$ cat config.mk
export PLATFORM = sky130hd
export DESIGN_NAME = hst_regs
export DESIGN_NICKNAME = d
export VERILOG_FILES = /design/src/hdl/hst_pkg.sv /design/src/hdl/hst_regs.sv /design/src/hdl/hst_res_decode.sv
export SDC_FILE = /design/constraint.sdc
export NUM_CORES = 1
export LEC_CHECK = 0
export ABC_AREA = 1
export BUFFER_PORTS_ARGS = -buffer_cell sky130_fd_sc_hd__buf_2
export CAP_MARGIN = 20
export CORE_MARGIN = 2
export CORE_UTILIZATION = 45
export CTS_BUF_LIST = sky130_fd_sc_hd__clkbuf_8
export CTS_CLUSTER_DIAMETER = 100
export CTS_CLUSTER_SIZE = 24
export DETAILED_ROUTE_END_ITERATION = 8
export GPL_TIMING_DRIVEN = 0
export PLACE_DENSITY = 0.65
export SLEW_MARGIN = 20
export SYNTH_ARGS = -nofsm -noshare
export SYNTH_HDL_FRONTEND = slang
export SYNTH_SLANG_ARGS = --single-unit
$ cat constraint.sdc
create_clock -name aclk -period 3.1 [get_ports aclk]
set_input_delay 0.62 -clock aclk [delete_from_list [all_inputs] [get_ports aclk]]
set_output_delay 0.62 -clock aclk [all_outputs]
set_load 0.005 [all_outputs]
$ cat src/hdl/hst_pkg.sv
// Shared constants and carrier types for the fast amplifier configuration bank
package hst_pkg;

  // Bus geometry
  localparam int HST_ADDR_W = 16;
  localparam int HST_DATA_W = 32;

  // Byte addresses
  localparam logic [15:0] HST_ADDR_FRONT_END_CONTROL = 16'h2000;
  localparam logic [15:0] HST_ADDR_FAST_DAC_CONTROL = 16'h2010;
  localparam logic [15:0] HST_ADDR_FAST_GAIN_RES_CFG = 16'h20f0;
  localparam logic [15:0] HST_ADDR_ELECTRODE_RES_CFG = 16'h20f8;
  localparam logic [15:0] HST_ADDR_TIA_CONFIG = 16'h20fc;
  localparam logic [15:0] HST_ADDR_ADC_INPUT_SELECT = 16'h21a8;
  localparam logic [15:0] HST_ADDR_CALIBRATION_LOCK = 16'h2230;
  localparam logic [15:0] HST_ADDR_OFFSET_ATTEN_ON = 16'h22b8;
  localparam logic [15:0] HST_ADDR_OFFSET_ATTEN_OFF = 16'h22bc;

  // Reset values
  localparam logic [31:0] HST_RST_FRONT_END_CONTROL = 32'h0000_0000;
  localparam logic [31:0] HST_RST_FAST_DAC_CONTROL = 32'h0000_0000;
  localparam logic [3:0] HST_RST_FAST_GAIN_RES = 4'hf;
  localparam logic [7:0] HST_RST_ELECTRODE_RES = 8'hff;
  localparam logic [3:0] HST_RST_TIA_CONFIG = 4'h0;
  localparam logic [5:0] HST_RST_ADC_INPUT_SELECT = 6'h00;
  localparam logic [31:0] HST_RST_CALIBRATION_LOCK = 32'hde87_a5a0;
  localparam logic [11:0] HST_RST_OFFSET = 12'h000;

  // Lock key
  localparam logic [31:0] HST_LOCK_KEY = 32'hde87_a5af;

  // Field positions
  localparam int HST_BIT_TIA_ENABLE = 11;
  localparam int HST_BIT_DAC_ATTEN = 12;
  localparam int HST_BIT_DAC_GAIN_SEL = 0;
  localparam int HST_OFFSET_W = 12;
  localparam int HST_TIA_CM_BIT = 3;

  // Electrode resistor codes
  localparam logic [7:0] HST_RES_EXTERNAL = 8'h97;
  localparam logic [7:0] HST_RES_OPEN = 8'hff;
  localparam logic [3:0] HST_GAIN_EXTERNAL = 4'hf;
  localparam int HST_LOAD_SETTINGS = 5;

  // Converter mux code that picks the amplifier output
  localparam logic [5:0] HST_ADC_SEL_TIA = 6'h01;

  // Amplifier input choices
  typedef enum logic [2:0]
  {
    HST_IN_SINGLE_ENDED = 3'h0,
    HST_IN_ANALOG_0 = 3'h1,
    HST_IN_ANALOG_1 = 3'h2,
    HST_IN_ANALOG_2 = 3'h3,
    HST_IN_ANALOG_3 = 3'h4,
    HST_IN_ELECTRODE = 3'h5
  } hst_input_t;

  // Bus responses
  localparam logic [1:0] HST_RESP_OKAY = 2'b00;
  localparam logic [1:0] HST_RESP_DECERR = 2'b11;

  typedef struct packed
  {
    logic cm_from_zero_dac;
    logic [2:0] input_sel;
  } hst_tia_cfg_t;

  typedef struct packed
  {
    logic [5:0] input_onehot;
    logic [4:0] load_onehot;
    logic load_open;
    logic electrode_gain_en;
    logic electrode_shorted;
    logic external_gain;
    logic internal_gain_en;
  } hst_switch_t;

endpackage

$ cat src/hdl/hst_regs.sv
// Register bank and AXI4-Lite slave for fast DAC offset and amplifier controls
//
// Chosen here: the AXI4-Lite register port.
`timescale 1ns/1ns
// What this block does
// - Attenuator-on offset register: 12-bit field, upper bits read zero, resets to zero.
// - Attenuator-off offset register with identical layout and zero reset.
// - Offset registers take writes only while the lock holds the unlock key.
// - Offset codes are two's complement half-LSB steps from -half to +half scale.
// - Code one is +half LSB, all ones -half LSB, zero no correction.
// - Attenuator bit set picks attenuator-on offset, clear picks attenuator-off offset.
// - Amplifier is off after reset and powered only while control bit 11 is one.
// - Software picks amplifier input: single ended, four analog pins, or electrode.
// - Software picks common mode from bias reference or zero-output DAC.
// - Electrode load resistor offers 0, 10, 30, 50 and 100 ohm settings.
// - Electrode code 0x97 shorts electrode load and gain resistors.
// - Amplifier output is one selectable channel of the converter input mux.
module hst_regs
(
  // Clock and reset
  input logic aclk,
  input logic aresetn,
  // AXI4-Lite write address
  input logic [hst_pkg::HST_ADDR_W-1:0] s_axi_awaddr,
  input logic s_axi_awvalid,
  output logic s_axi_awready,
  // AXI4-Lite write data
  input logic [hst_pkg::HST_DATA_W-1:0] s_axi_wdata,
  input logic [3:0] s_axi_wstrb,
  input logic s_axi_wvalid,
  output logic s_axi_wready,
  // AXI4-Lite write response
  output logic [1:0] s_axi_bresp,
  output logic s_axi_bvalid,
  input logic s_axi_bready,
  // AXI4-Lite read address
  input logic [hst_pkg::HST_ADDR_W-1:0] s_axi_araddr,
  input logic s_axi_arvalid,
  output logic s_axi_arready,
  // AXI4-Lite read data
  output logic [hst_pkg::HST_DATA_W-1:0] s_axi_rdata,
  output logic [1:0] s_axi_rresp,
  output logic s_axi_rvalid,
  input logic s_axi_rready,
  // DAC offset path
  output logic signed [hst_pkg::HST_OFFSET_W-1:0] dac_offset_half_lsb,
  output logic dac_atten_en,
  output logic calibration_unlocked,
  // Amplifier controls
  output logic tia_power_on,
  output logic tia_cm_from_zero_dac,
  output hst_pkg::hst_switch_t tia_switches,
  output logic adc_tia_selected
);
  import hst_pkg::*;

  // Byte-lane merge of a bus write into a stored word
  function automatic logic [31:0] merge_strb(input logic [31:0] old_val,
                                             input logic [31:0] new_val,
                                             input logic [3:0] strb);
    logic [31:0] res;
    res = old_val;
    for (int i = 0; i < 4; i++)
    begin
      if (strb[i])
      begin
        res[i*8 +: 8] = new_val[i*8 +: 8];
      end
    end
    return res;
  endfunction

  function automatic logic is_mapped(input logic [15:0] addr);
    logic hit;
    hit = 1'b0;
    unique case (addr)
      HST_ADDR_FRONT_END_CONTROL, HST_ADDR_FAST_DAC_CONTROL, HST_ADDR_FAST_GAIN_RES_CFG,
      HST_ADDR_ELECTRODE_RES_CFG, HST_ADDR_TIA_CONFIG, HST_ADDR_ADC_INPUT_SELECT,
      HST_ADDR_CALIBRATION_LOCK, HST_ADDR_OFFSET_ATTEN_ON, HST_ADDR_OFFSET_ATTEN_OFF:
        hit = 1'b1;
      default:
        hit = 1'b0;
    endcase
    return hit;
  endfunction

  // Register storage
  logic [31:0] front_end_control_reg;
  logic [31:0] fast_dac_control_reg;
  logic [3:0] fast_gain_resistor_config_reg;
  logic [7:0] electrode_resistor_config_reg;
  hst_tia_cfg_t tia_cfg_reg;
  logic [5:0] adc_input_select_reg;
  logic [31:0] calibration_lock_reg;
  logic [11:0] hs_dac_offset_atten_on_reg;
  logic [11:0] hs_dac_offset_atten_off_reg;
  logic [11:0] offset_active_reg;
  // Bus state
  logic aw_held_reg;
  logic [15:0] awaddr_reg;
  logic w_held_reg;
  logic [31:0] wdata_reg;
  logic [3:0] wstrb_reg;
  logic bvalid_reg;
  logic [1:0] bresp_reg;
  logic rvalid_reg;
  logic [31:0] rdata_reg;
  logic [1:0] rresp_reg;
  logic do_write;
  logic lock_open;
  logic [31:0] read_word;
  // Address and data may arrive in either order; each is held until both are present
  assign s_axi_awready = !aw_held_reg;
  assign s_axi_wready = !w_held_reg;
  assign do_write = aw_held_reg && w_held_reg && !bvalid_reg;
  assign s_axi_bvalid = bvalid_reg;
  assign s_axi_bresp = bresp_reg;
  assign s_axi_arready = !rvalid_reg;
  assign s_axi_rvalid = rvalid_reg;
  assign s_axi_rdata = rdata_reg;
  assign s_axi_rresp = rresp_reg;
  assign lock_open = (calibration_lock_reg == HST_LOCK_KEY);
  // ----------------------------------------------------------------
  // Write channel capture
  // ----------------------------------------------------------------
  always_ff @(posedge aclk)
  begin
    if (!aresetn)
    begin
      aw_held_reg <= 1'b0;
      awaddr_reg <= '0;
    end
    else if (s_axi_awvalid && s_axi_awready)
    begin
      aw_held_reg <= 1'b1;
      awaddr_reg <= s_axi_awaddr;
    end
    else if (do_write)
    begin
      aw_held_reg <= 1'b0;
    end
  end
  always_ff @(posedge aclk)
  begin
    if (!aresetn)
    begin
      w_held_reg <= 1'b0;
      wdata_reg <= '0;
      wstrb_reg <= '0;
    end
    else if (s_axi_wvalid && s_axi_wready)
    begin
      w_held_reg <= 1'b1;
      wdata_reg <= s_axi_wdata;
      wstrb_reg <= s_axi_wstrb;
    end
    else if (do_write)
    begin
      w_held_reg <= 1'b0;
    end
  end
  always_ff @(posedge aclk)
  begin
    if (!aresetn)
    begin
      bvalid_reg <= 1'b0;
      bresp_reg <= HST_RESP_OKAY;
    end
    else if (do_write)
    begin
      bvalid_reg <= 1'b1;
      // A locked write still answers OKAY; it is simply dropped
      bresp_reg <= is_mapped(awaddr_reg) ? HST_RESP_OKAY : HST_RESP_DECERR;
    end
    else if (s_axi_bready)
    begin
      bvalid_reg <= 1'b0;
    end
  end

  // ----------------------------------------------------------------
  // Calibration lock and protected offsets
  // ----------------------------------------------------------------
  always_ff @(posedge aclk)
  begin
    if (!aresetn)
    begin
      calibration_lock_reg <= HST_RST_CALIBRATION_LOCK;
    end
    else if (do_write && awaddr_reg == HST_ADDR_CALIBRATION_LOCK)
    begin
      calibration_lock_reg <= merge_strb(calibration_lock_reg, wdata_reg, wstrb_reg);
    end
  end

  always_ff @(posedge aclk)
  begin
    if (!aresetn)
    begin
      hs_dac_offset_atten_on_reg <= HST_RST_OFFSET;
      hs_dac_offset_atten_off_reg <= HST_RST_OFFSET;
    end
    else if (do_write && lock_open)
    begin
      // Locked writes fall through untouched
      if (awaddr_reg == HST_ADDR_OFFSET_ATTEN_ON)
      begin
        hs_dac_offset_atten_on_reg <= 12'(merge_strb({20'h0_0000, hs_dac_offset_atten_on_reg},
                                                     wdata_reg, wstrb_reg));
      end
      if (awaddr_reg == HST_ADDR_OFFSET_ATTEN_OFF)
      begin
        hs_dac_offset_atten_off_reg <= 12'(merge_strb({20'h0_0000, hs_dac_offset_atten_off_reg},
                                                      wdata_reg, wstrb_reg));
      end
    end
  end
  // Offset in use follows the attenuator bit one cycle later
  always_ff @(posedge aclk)
  begin
    if (!aresetn)
    begin
      offset_active_reg <= HST_RST_OFFSET;
    end
    else if (fast_dac_control_reg[HST_BIT_DAC_ATTEN])
    begin
      offset_active_reg <= hs_dac_offset_atten_on_reg;
    end
    else
    begin
      offset_active_reg <= hs_dac_offset_atten_off_reg;
    end
  end
  // Two's complement code passed as signed half-LSB count
  assign dac_offset_half_lsb = $signed(offset_active_reg);
  assign dac_atten_en = fast_dac_control_reg[HST_BIT_DAC_ATTEN];
  assign calibration_unlocked = lock_open;

  // ----------------------------------------------------------------
  // Control registers
  // ----------------------------------------------------------------
  always_ff @(posedge aclk)
  begin
    if (!aresetn)
    begin
      front_end_control_reg <= HST_RST_FRONT_END_CONTROL;
      fast_dac_control_reg <= HST_RST_FAST_DAC_CONTROL;
    end
    else if (do_write)
    begin
      if (awaddr_reg == HST_ADDR_FRONT_END_CONTROL)
      begin
        front_end_control_reg <= merge_strb(front_end_control_reg, wdata_reg, wstrb_reg);
      end
      if (awaddr_reg == HST_ADDR_FAST_DAC_CONTROL)
      begin
        fast_dac_control_reg <= merge_strb(fast_dac_control_reg, wdata_reg, wstrb_reg);
      end
    end
  end
  always_ff @(posedge aclk)
  begin
    if (!aresetn)
    begin
      fast_gain_resistor_config_reg <= HST_RST_FAST_GAIN_RES;
      electrode_resistor_config_reg <= HST_RST_ELECTRODE_RES;
      tia_cfg_reg <= HST_RST_TIA_CONFIG;
      adc_input_select_reg <= HST_RST_ADC_INPUT_SELECT;
    end
    else if (do_write)
    begin
      if (awaddr_reg == HST_ADDR_FAST_GAIN_RES_CFG && wstrb_reg[0])
      begin
        fast_gain_resistor_config_reg <= wdata_reg[3:0];
      end
      if (awaddr_reg == HST_ADDR_ELECTRODE_RES_CFG && wstrb_reg[0])
      begin
        electrode_resistor_config_reg <= wdata_reg[7:0];
      end
      if (awaddr_reg == HST_ADDR_TIA_CONFIG && wstrb_reg[0])
      begin
        tia_cfg_reg <= wdata_reg[3:0];
      end
      if (awaddr_reg == HST_ADDR_ADC_INPUT_SELECT && wstrb_reg[0])
      begin
        adc_input_select_reg <= wdata_reg[5:0];
      end
    end
  end
  assign tia_power_on = front_end_control_reg[HST_BIT_TIA_ENABLE];
  assign tia_cm_from_zero_dac = tia_cfg_reg.cm_from_zero_dac;
  assign adc_tia_selected = tia_power_on && (adc_input_select_reg == HST_ADC_SEL_TIA);

  hst_res_decode u_res_decode
  (
    .tia_cfg(tia_cfg_reg),
    .electrode_res(electrode_resistor_config_reg),
    .gain_res(fast_gain_resistor_config_reg),
    .switches(tia_switches)
  );

  // ----------------------------------------------------------------
  // Read channel
  // ----------------------------------------------------------------
  always_comb
  begin
    read_word = 32'h0000_0000;
    unique case (s_axi_araddr)
      HST_ADDR_FRONT_END_CONTROL: read_word = front_end_control_reg;
      HST_ADDR_FAST_DAC_CONTROL: read_word = fast_dac_control_reg;
      HST_ADDR_FAST_GAIN_RES_CFG: read_word = {28'h000_0000, fast_gain_resistor_config_reg};
      HST_ADDR_ELECTRODE_RES_CFG: read_word = {24'h00_0000, electrode_resistor_config_reg};
      HST_ADDR_TIA_CONFIG: read_word = {28'h000_0000, tia_cfg_reg};
      HST_ADDR_ADC_INPUT_SELECT: read_word = {26'h000_0000, adc_input_select_reg};
      HST_ADDR_CALIBRATION_LOCK: read_word = calibration_lock_reg;
      HST_ADDR_OFFSET_ATTEN_ON: read_word = {20'h0_0000, hs_dac_offset_atten_on_reg};
      HST_ADDR_OFFSET_ATTEN_OFF: read_word = {20'h0_0000, hs_dac_offset_atten_off_reg};
      default: read_word = 32'h0000_0000;
    endcase
  end
  always_ff @(posedge aclk)
  begin
    if (!aresetn)
    begin
      rvalid_reg <= 1'b0;
      rdata_reg <= '0;
      rresp_reg <= HST_RESP_OKAY;
    end
    else if (s_axi_arvalid && s_axi_arready)
    begin
      rvalid_reg <= 1'b1;
      rdata_reg <= read_word;
      rresp_reg <= is_mapped(s_axi_araddr) ? HST_RESP_OKAY : HST_RESP_DECERR;
    end
    else if (s_axi_rready)
    begin
      rvalid_reg <= 1'b0;
    end
  end

endmodule

$ cat src/hdl/hst_res_decode.sv
// Switch decode for amplifier input, load and gain resistors
`timescale 1ns/1ns
module hst_res_decode
(
  // Configuration in
  input hst_pkg::hst_tia_cfg_t tia_cfg,
  input logic [7:0] electrode_res,
  input logic [3:0] gain_res,
  // Switch controls out
  output hst_pkg::hst_switch_t switches
);
  import hst_pkg::*;

  logic is_electrode;
  logic is_external;
  logic is_open;

  assign is_electrode = (tia_cfg.input_sel == HST_IN_ELECTRODE);
  assign is_external = (electrode_res == HST_RES_EXTERNAL);
  assign is_open = (electrode_res == HST_RES_OPEN);

  always_comb
  begin
    switches = '0;
    // Undefined input codes leave every input switch open
    if (tia_cfg.input_sel <= HST_IN_ELECTRODE)
    begin
      switches.input_onehot[tia_cfg.input_sel] = 1'b1;
    end
    // Load setting sits in the low three bits of the electrode code
    if (is_electrode && !is_external && !is_open &&
        electrode_res[2:0] < 3'(HST_LOAD_SETTINGS))
    begin
      switches.load_onehot[electrode_res[2:0]] = 1'b1;
    end
    switches.load_open = is_open || !is_electrode;
    // Small electrode gain values exist only on the electrode path
    switches.electrode_gain_en = is_electrode && !is_open && !is_external;
    switches.electrode_shorted = is_external;
    switches.external_gain = is_external && (gain_res == HST_GAIN_EXTERNAL);
    switches.internal_gain_en = (gain_res != HST_GAIN_EXTERNAL) && !switches.electrode_gain_en;
  end

endmodule

# == Yosys cells after proc, flatten, opt, wreduce, memory -nomap -nowiden ==
# Index checks and enable logic that the tools add are counted.
# W data, S select, Z words.
# word_totals
register_bits,246
latch_bits,0
ram_bits,0
rom_bits,0
in_bits,75
mem_count,0
# classes
n_addsub,0
mul,0
div_mod_pow,0
order_cmp,6
eq_ne,25
shifts,0
mux,23
n_bitwise,0
reduce_logical,56
# ops
operator,count
$eq A16 B14 Y1 const B,18
$pmux W32 S9,1
$reduce_and A3 Y1,12
$eq A32 B32 Y1 const B,1
$logic_and A1 B1 Y1,21
$reduce_or A9 Y1,2
$eq A8 B8 Y1 const B,2
$reduce_and A2 Y1,8
$mux W1,15
$mux W12,1
$logic_not A1 Y1,8
$lt A3 B4 Y1 const B,2
$reduce_bool A2 Y1,4
$demux W1 S3,2
$eq A6 B1 Y1 const B,1
$ge A3 B1 Y1 const B,2
$mux W6,1
$mux W5,1
$eq A4 B4 Y1 const B,1
$mux W2,2
$ne A4 B4 Y1 const B,1
$eq A3 B3 Y1 const B,1
$le A3 B3 Y1 const B,1
$lt A3 B3 Y1 const B,1
$logic_or A1 B1 Y1,1

# == Logic depth before layout (Yosys ltp) ==
# logic_depth
word_depth,6
mapped_depth,11

# == Hierarchy ==
# A second synthesis with hierarchy kept.
# hier_totals
hier_cells,1517
hier_area_um2,10785.3
# by_module_without_submodules
mod,n_inst,cells_per_inst,area_per_inst_um2
hst_regs,1,1472,10556.4
hst_res_decode,1,45,229.0

# == Worst setup path before layout ==
# OpenSTA, ideal clock, no wires.
# synth_path
path_type,register to output
from,register tia_cfg_reg[2] in the netlist's numbering
to,output port tia_switches[6] in the netlist's numbering
t_arrival_ns,1.260
t_required_ns,2.480
setup_slack_ns,1.220
stages_incl_launch_ff,7
n_path_buf,0
path_cell_list,dfxtp_1 -> inv_1 -> nor3_2 -> o31ai_1 -> nor2_2 -> inv_1 -> nor4_1
# synth_lines
element,line,source
from (decl),hst_regs.sv:92,hst_tia_cfg_t tia_cfg_reg;
from (signal assigned),hst_regs.sv:282,tia_cfg_reg <= wdata_reg[3:0];
to (decl),hst_regs.sv:52,"output hst_pkg::hst_switch_t tia_switches,"

==> flow_summary.ini <==
[logic_synthesis]
synth_largest_area_cell = dfxtp_1
ys.flop_type = dfxtp_1
syn_nets = 1575
ys_seq_area_share_pct = 46.04
synthArstFlopShare_pct = 0
ys_types = 38
syn_area_mm2 = 0.01061
netlist_instances = 1500
syn_avg_cell_area_um2 = 7.073
yosys_warnings = 0
yosysMostFrequentCell = nand2_1
synth-seq-cells = 244
synth_top_area_share_pct = 46.04
synth_edf_count = 0
netlist_top_cells_area = dfxtp_1 46%, nand2_1 14%, a21oi_1 7.9%, nor2_1 6.0%, inv_1 4.6%
synth_common_cells = 403 x nand2_1, 244 x dfxtp_1, 170 x nor2_1, 168 x a21oi_1, 131 x inv_1

[sta]
timing.final.max_slew_violations = 0
timing.final.ws_setup_ps = 415.4
setup_violations = 0
max_slew.worst_pin.slew_ps = 823.2
clock.fmax_mhz = 372.5
period_minus_slack_ps = 2685
rsz0062_at_grt = false
tns_ps = 0
skew_ps = 43.33
period_share_pct = 86.60
finalHoldViolCount = 0
max_slew_margin_pct = 45.12

[hold_path]
holdCritPathClass = in -> reg
whs_endpoint = awaddr_reg[12]
hold_start = s_axi_awaddr[12]
whs_path_depth = 3

[floorplanning]
core-area_mm2 = 0.02333
fp.dieW_um = 157.6
die-area_mm2 = 0.02482
die_h_um = 157.6
start_util_pct = 45.47
ios = 149
num_rows = 56

[power_and_ir_drop]
power_leakage_nw = 5.305
powerDensity_mw_per_mm2 = 428.7
irDropWorstVdd_v = 0.0002710

[route]
route.met2.wl_um = 14360
ant_nets = 0
post_drt_wl_per_cell_um = 16.89
totalWireLength_um = 33480
drt-initial-drc-count = 994
wl_met1_um = 15580
top_layer = met4
wl_met3_um = 2672
via_count = 10310
vias_per_cell = 5.200
drc = 0
dr.pass1.iters = 5

[clock_network]
numCtsBuffers = 14
htreeDepth = 1
cts.sinks = 244
ctsResizeCount = 0
cts-root-buf = clkbuf_8
insertion_delay_ps = 550
ctsHoldBuffers = 0
post_cts_buffers = 0
cts_tree = yes
clk_path_buf_depth = 3
clkTransAtPathRegs_ps = 150

[global_route]
grt_pass1_wl_um = 50750
grt-ovfl-total = 0
grt_max_degree = 25
track_usage_pct = 26.51
grt_pass1_vias = 9104
antenna_found_initial = 0

[worst_setup_path]
path_cells = inv_1, nor3_2, o31ai_1, nor2_2, inv_1, nor4_1, buf_2
crit_top_cell = inv_1
path_class = reg -> out
required_ps = 2480
end_kind = output port
crit_arrival_ps = 2060
r2r_slack_ps = 930
critPathLaunchType = register
critPathSlowestCell = dfxtp_1
crit_path_max_incr_delay_ps = 440
rr_startpoint = awaddr_reg[14]
r2r_cells = 8
worstReg2RegEnd = front_end_control_reg[8]
critPathMaxFanout = 6

[cells_and_area]
diodes = 0
fin_nets = 1738
area_growth_pct = 12.83
final_layout_size_suffix_gt1_share_pct = 14.67

[placement]
place.gp.congestion = 0.9053
numPortBuffers = 147
pre_cts_ws_ps = 698.5
dp_hpwl_um = 24750

[outcome]
status = completed

[job]
drv_cap = 0
per-stage QoR:
step | total power [mW] | utilization, % | instances | hold slack, ps | cell area [um2]
after floorplan | 3.523 | - | 1500 | 430.3 | 10610
after global placement | 3.706 | 50.34 | 1966 | 446.8 | 11750
after detailed placement | 3.711 | 50.34 | 1966 | 448.2 | 11750
after CTS | 5.145 | 51.31 | 1982 | 269.4 | 11970
after global routing | 5.305 | 51.31 | 1982 | 273.9 | 11970
final | 5.133 | 51.31 | 1982 | 274.5 | 11970
report_power, final:
group | internal [mW] | leakage, nW | switching, mW
sequential | 3.20 | 1.98 | 0.0768
clock | 0.461 | 0.118 | 1.02
combinational | 0.109 | 3.21 | 0.264
total | 3.77 | 5.30 | 1.36
per-layer routing:
layer / GRT usage, % / vias up
li1: - / 5156
met1: 38.99 / 4694
met2: 40.94 / 415
met3: 3.084 / 42
met4: 7.403 / 0
met5: 0 / -
cell usage in the layout, fill, tap and decap left out, types with 2 or more instances in the layout:
cell type / n
a211oi_1: 4
a21oi_1: 168
buf_2: 162
buf_4: 5
buf_6: 4
clkbuf_1: 39
clkbuf_8: 15
dfxtp_1: 244
inv_1: 131
inv_2: 7
nand2_1: 403
nand2_2: 9
nand2_4: 5
nand3_1: 96
nand3b_1: 3
nand4_1: 16
nor2_1: 170
nor2_2: 11
nor2_4: 12
nor3_1: 9
nor3_2: 2
nor3_4: 2
nor4_1: 4
o211ai_1: 27
o21ai_0: 95
o21ai_1: 6
how the worst max path moves through the flow:
stage,startpoint,end,slack (ps),depth (start not counted)
floorplan,tia_cfg_reg[2],tia_switches[6],1220,6
detailed placement,s_axi_araddr[11],s_axi_rdata[17],700,11
finish,tia_cfg_reg[2],tia_switches[6],420,7
global placement,s_axi_araddr[11],s_axi_rdata[17],720,11
CTS,tia_cfg_reg[2],tia_switches[6],400,7
global route,tia_cfg_reg[2],tia_switches[6],280,7
final cells by class:
cell class                 instances  area (um2)
buffer                            65       327.8
clock buffer                      15       206.4
clock inverter                     1       20.02
fill                            2402       11360
inverter                         140       529.3
multi-input combinational       1051        4868
sequential                       244        4885
tap                              319       399.1
timing repair buffer             147       735.7
worst max-delay path: cells and delay by family (launching register included):
family / cells / cell delay (ps)
simple gates: 3 / 570
buf+inv: 3 / 370
compound gates: 1 / 130
flops: 1 / 440
logic make-up after synthesis:
kind of cell | Yosys count | synth area share [%]
flops | 244 | 46.04
simple gates | 747 | 30.70
buf+inv | 205 | 8.078
compound gates | 304 | 15.19
Note: power is estimated with default switching activity, not from simulation.
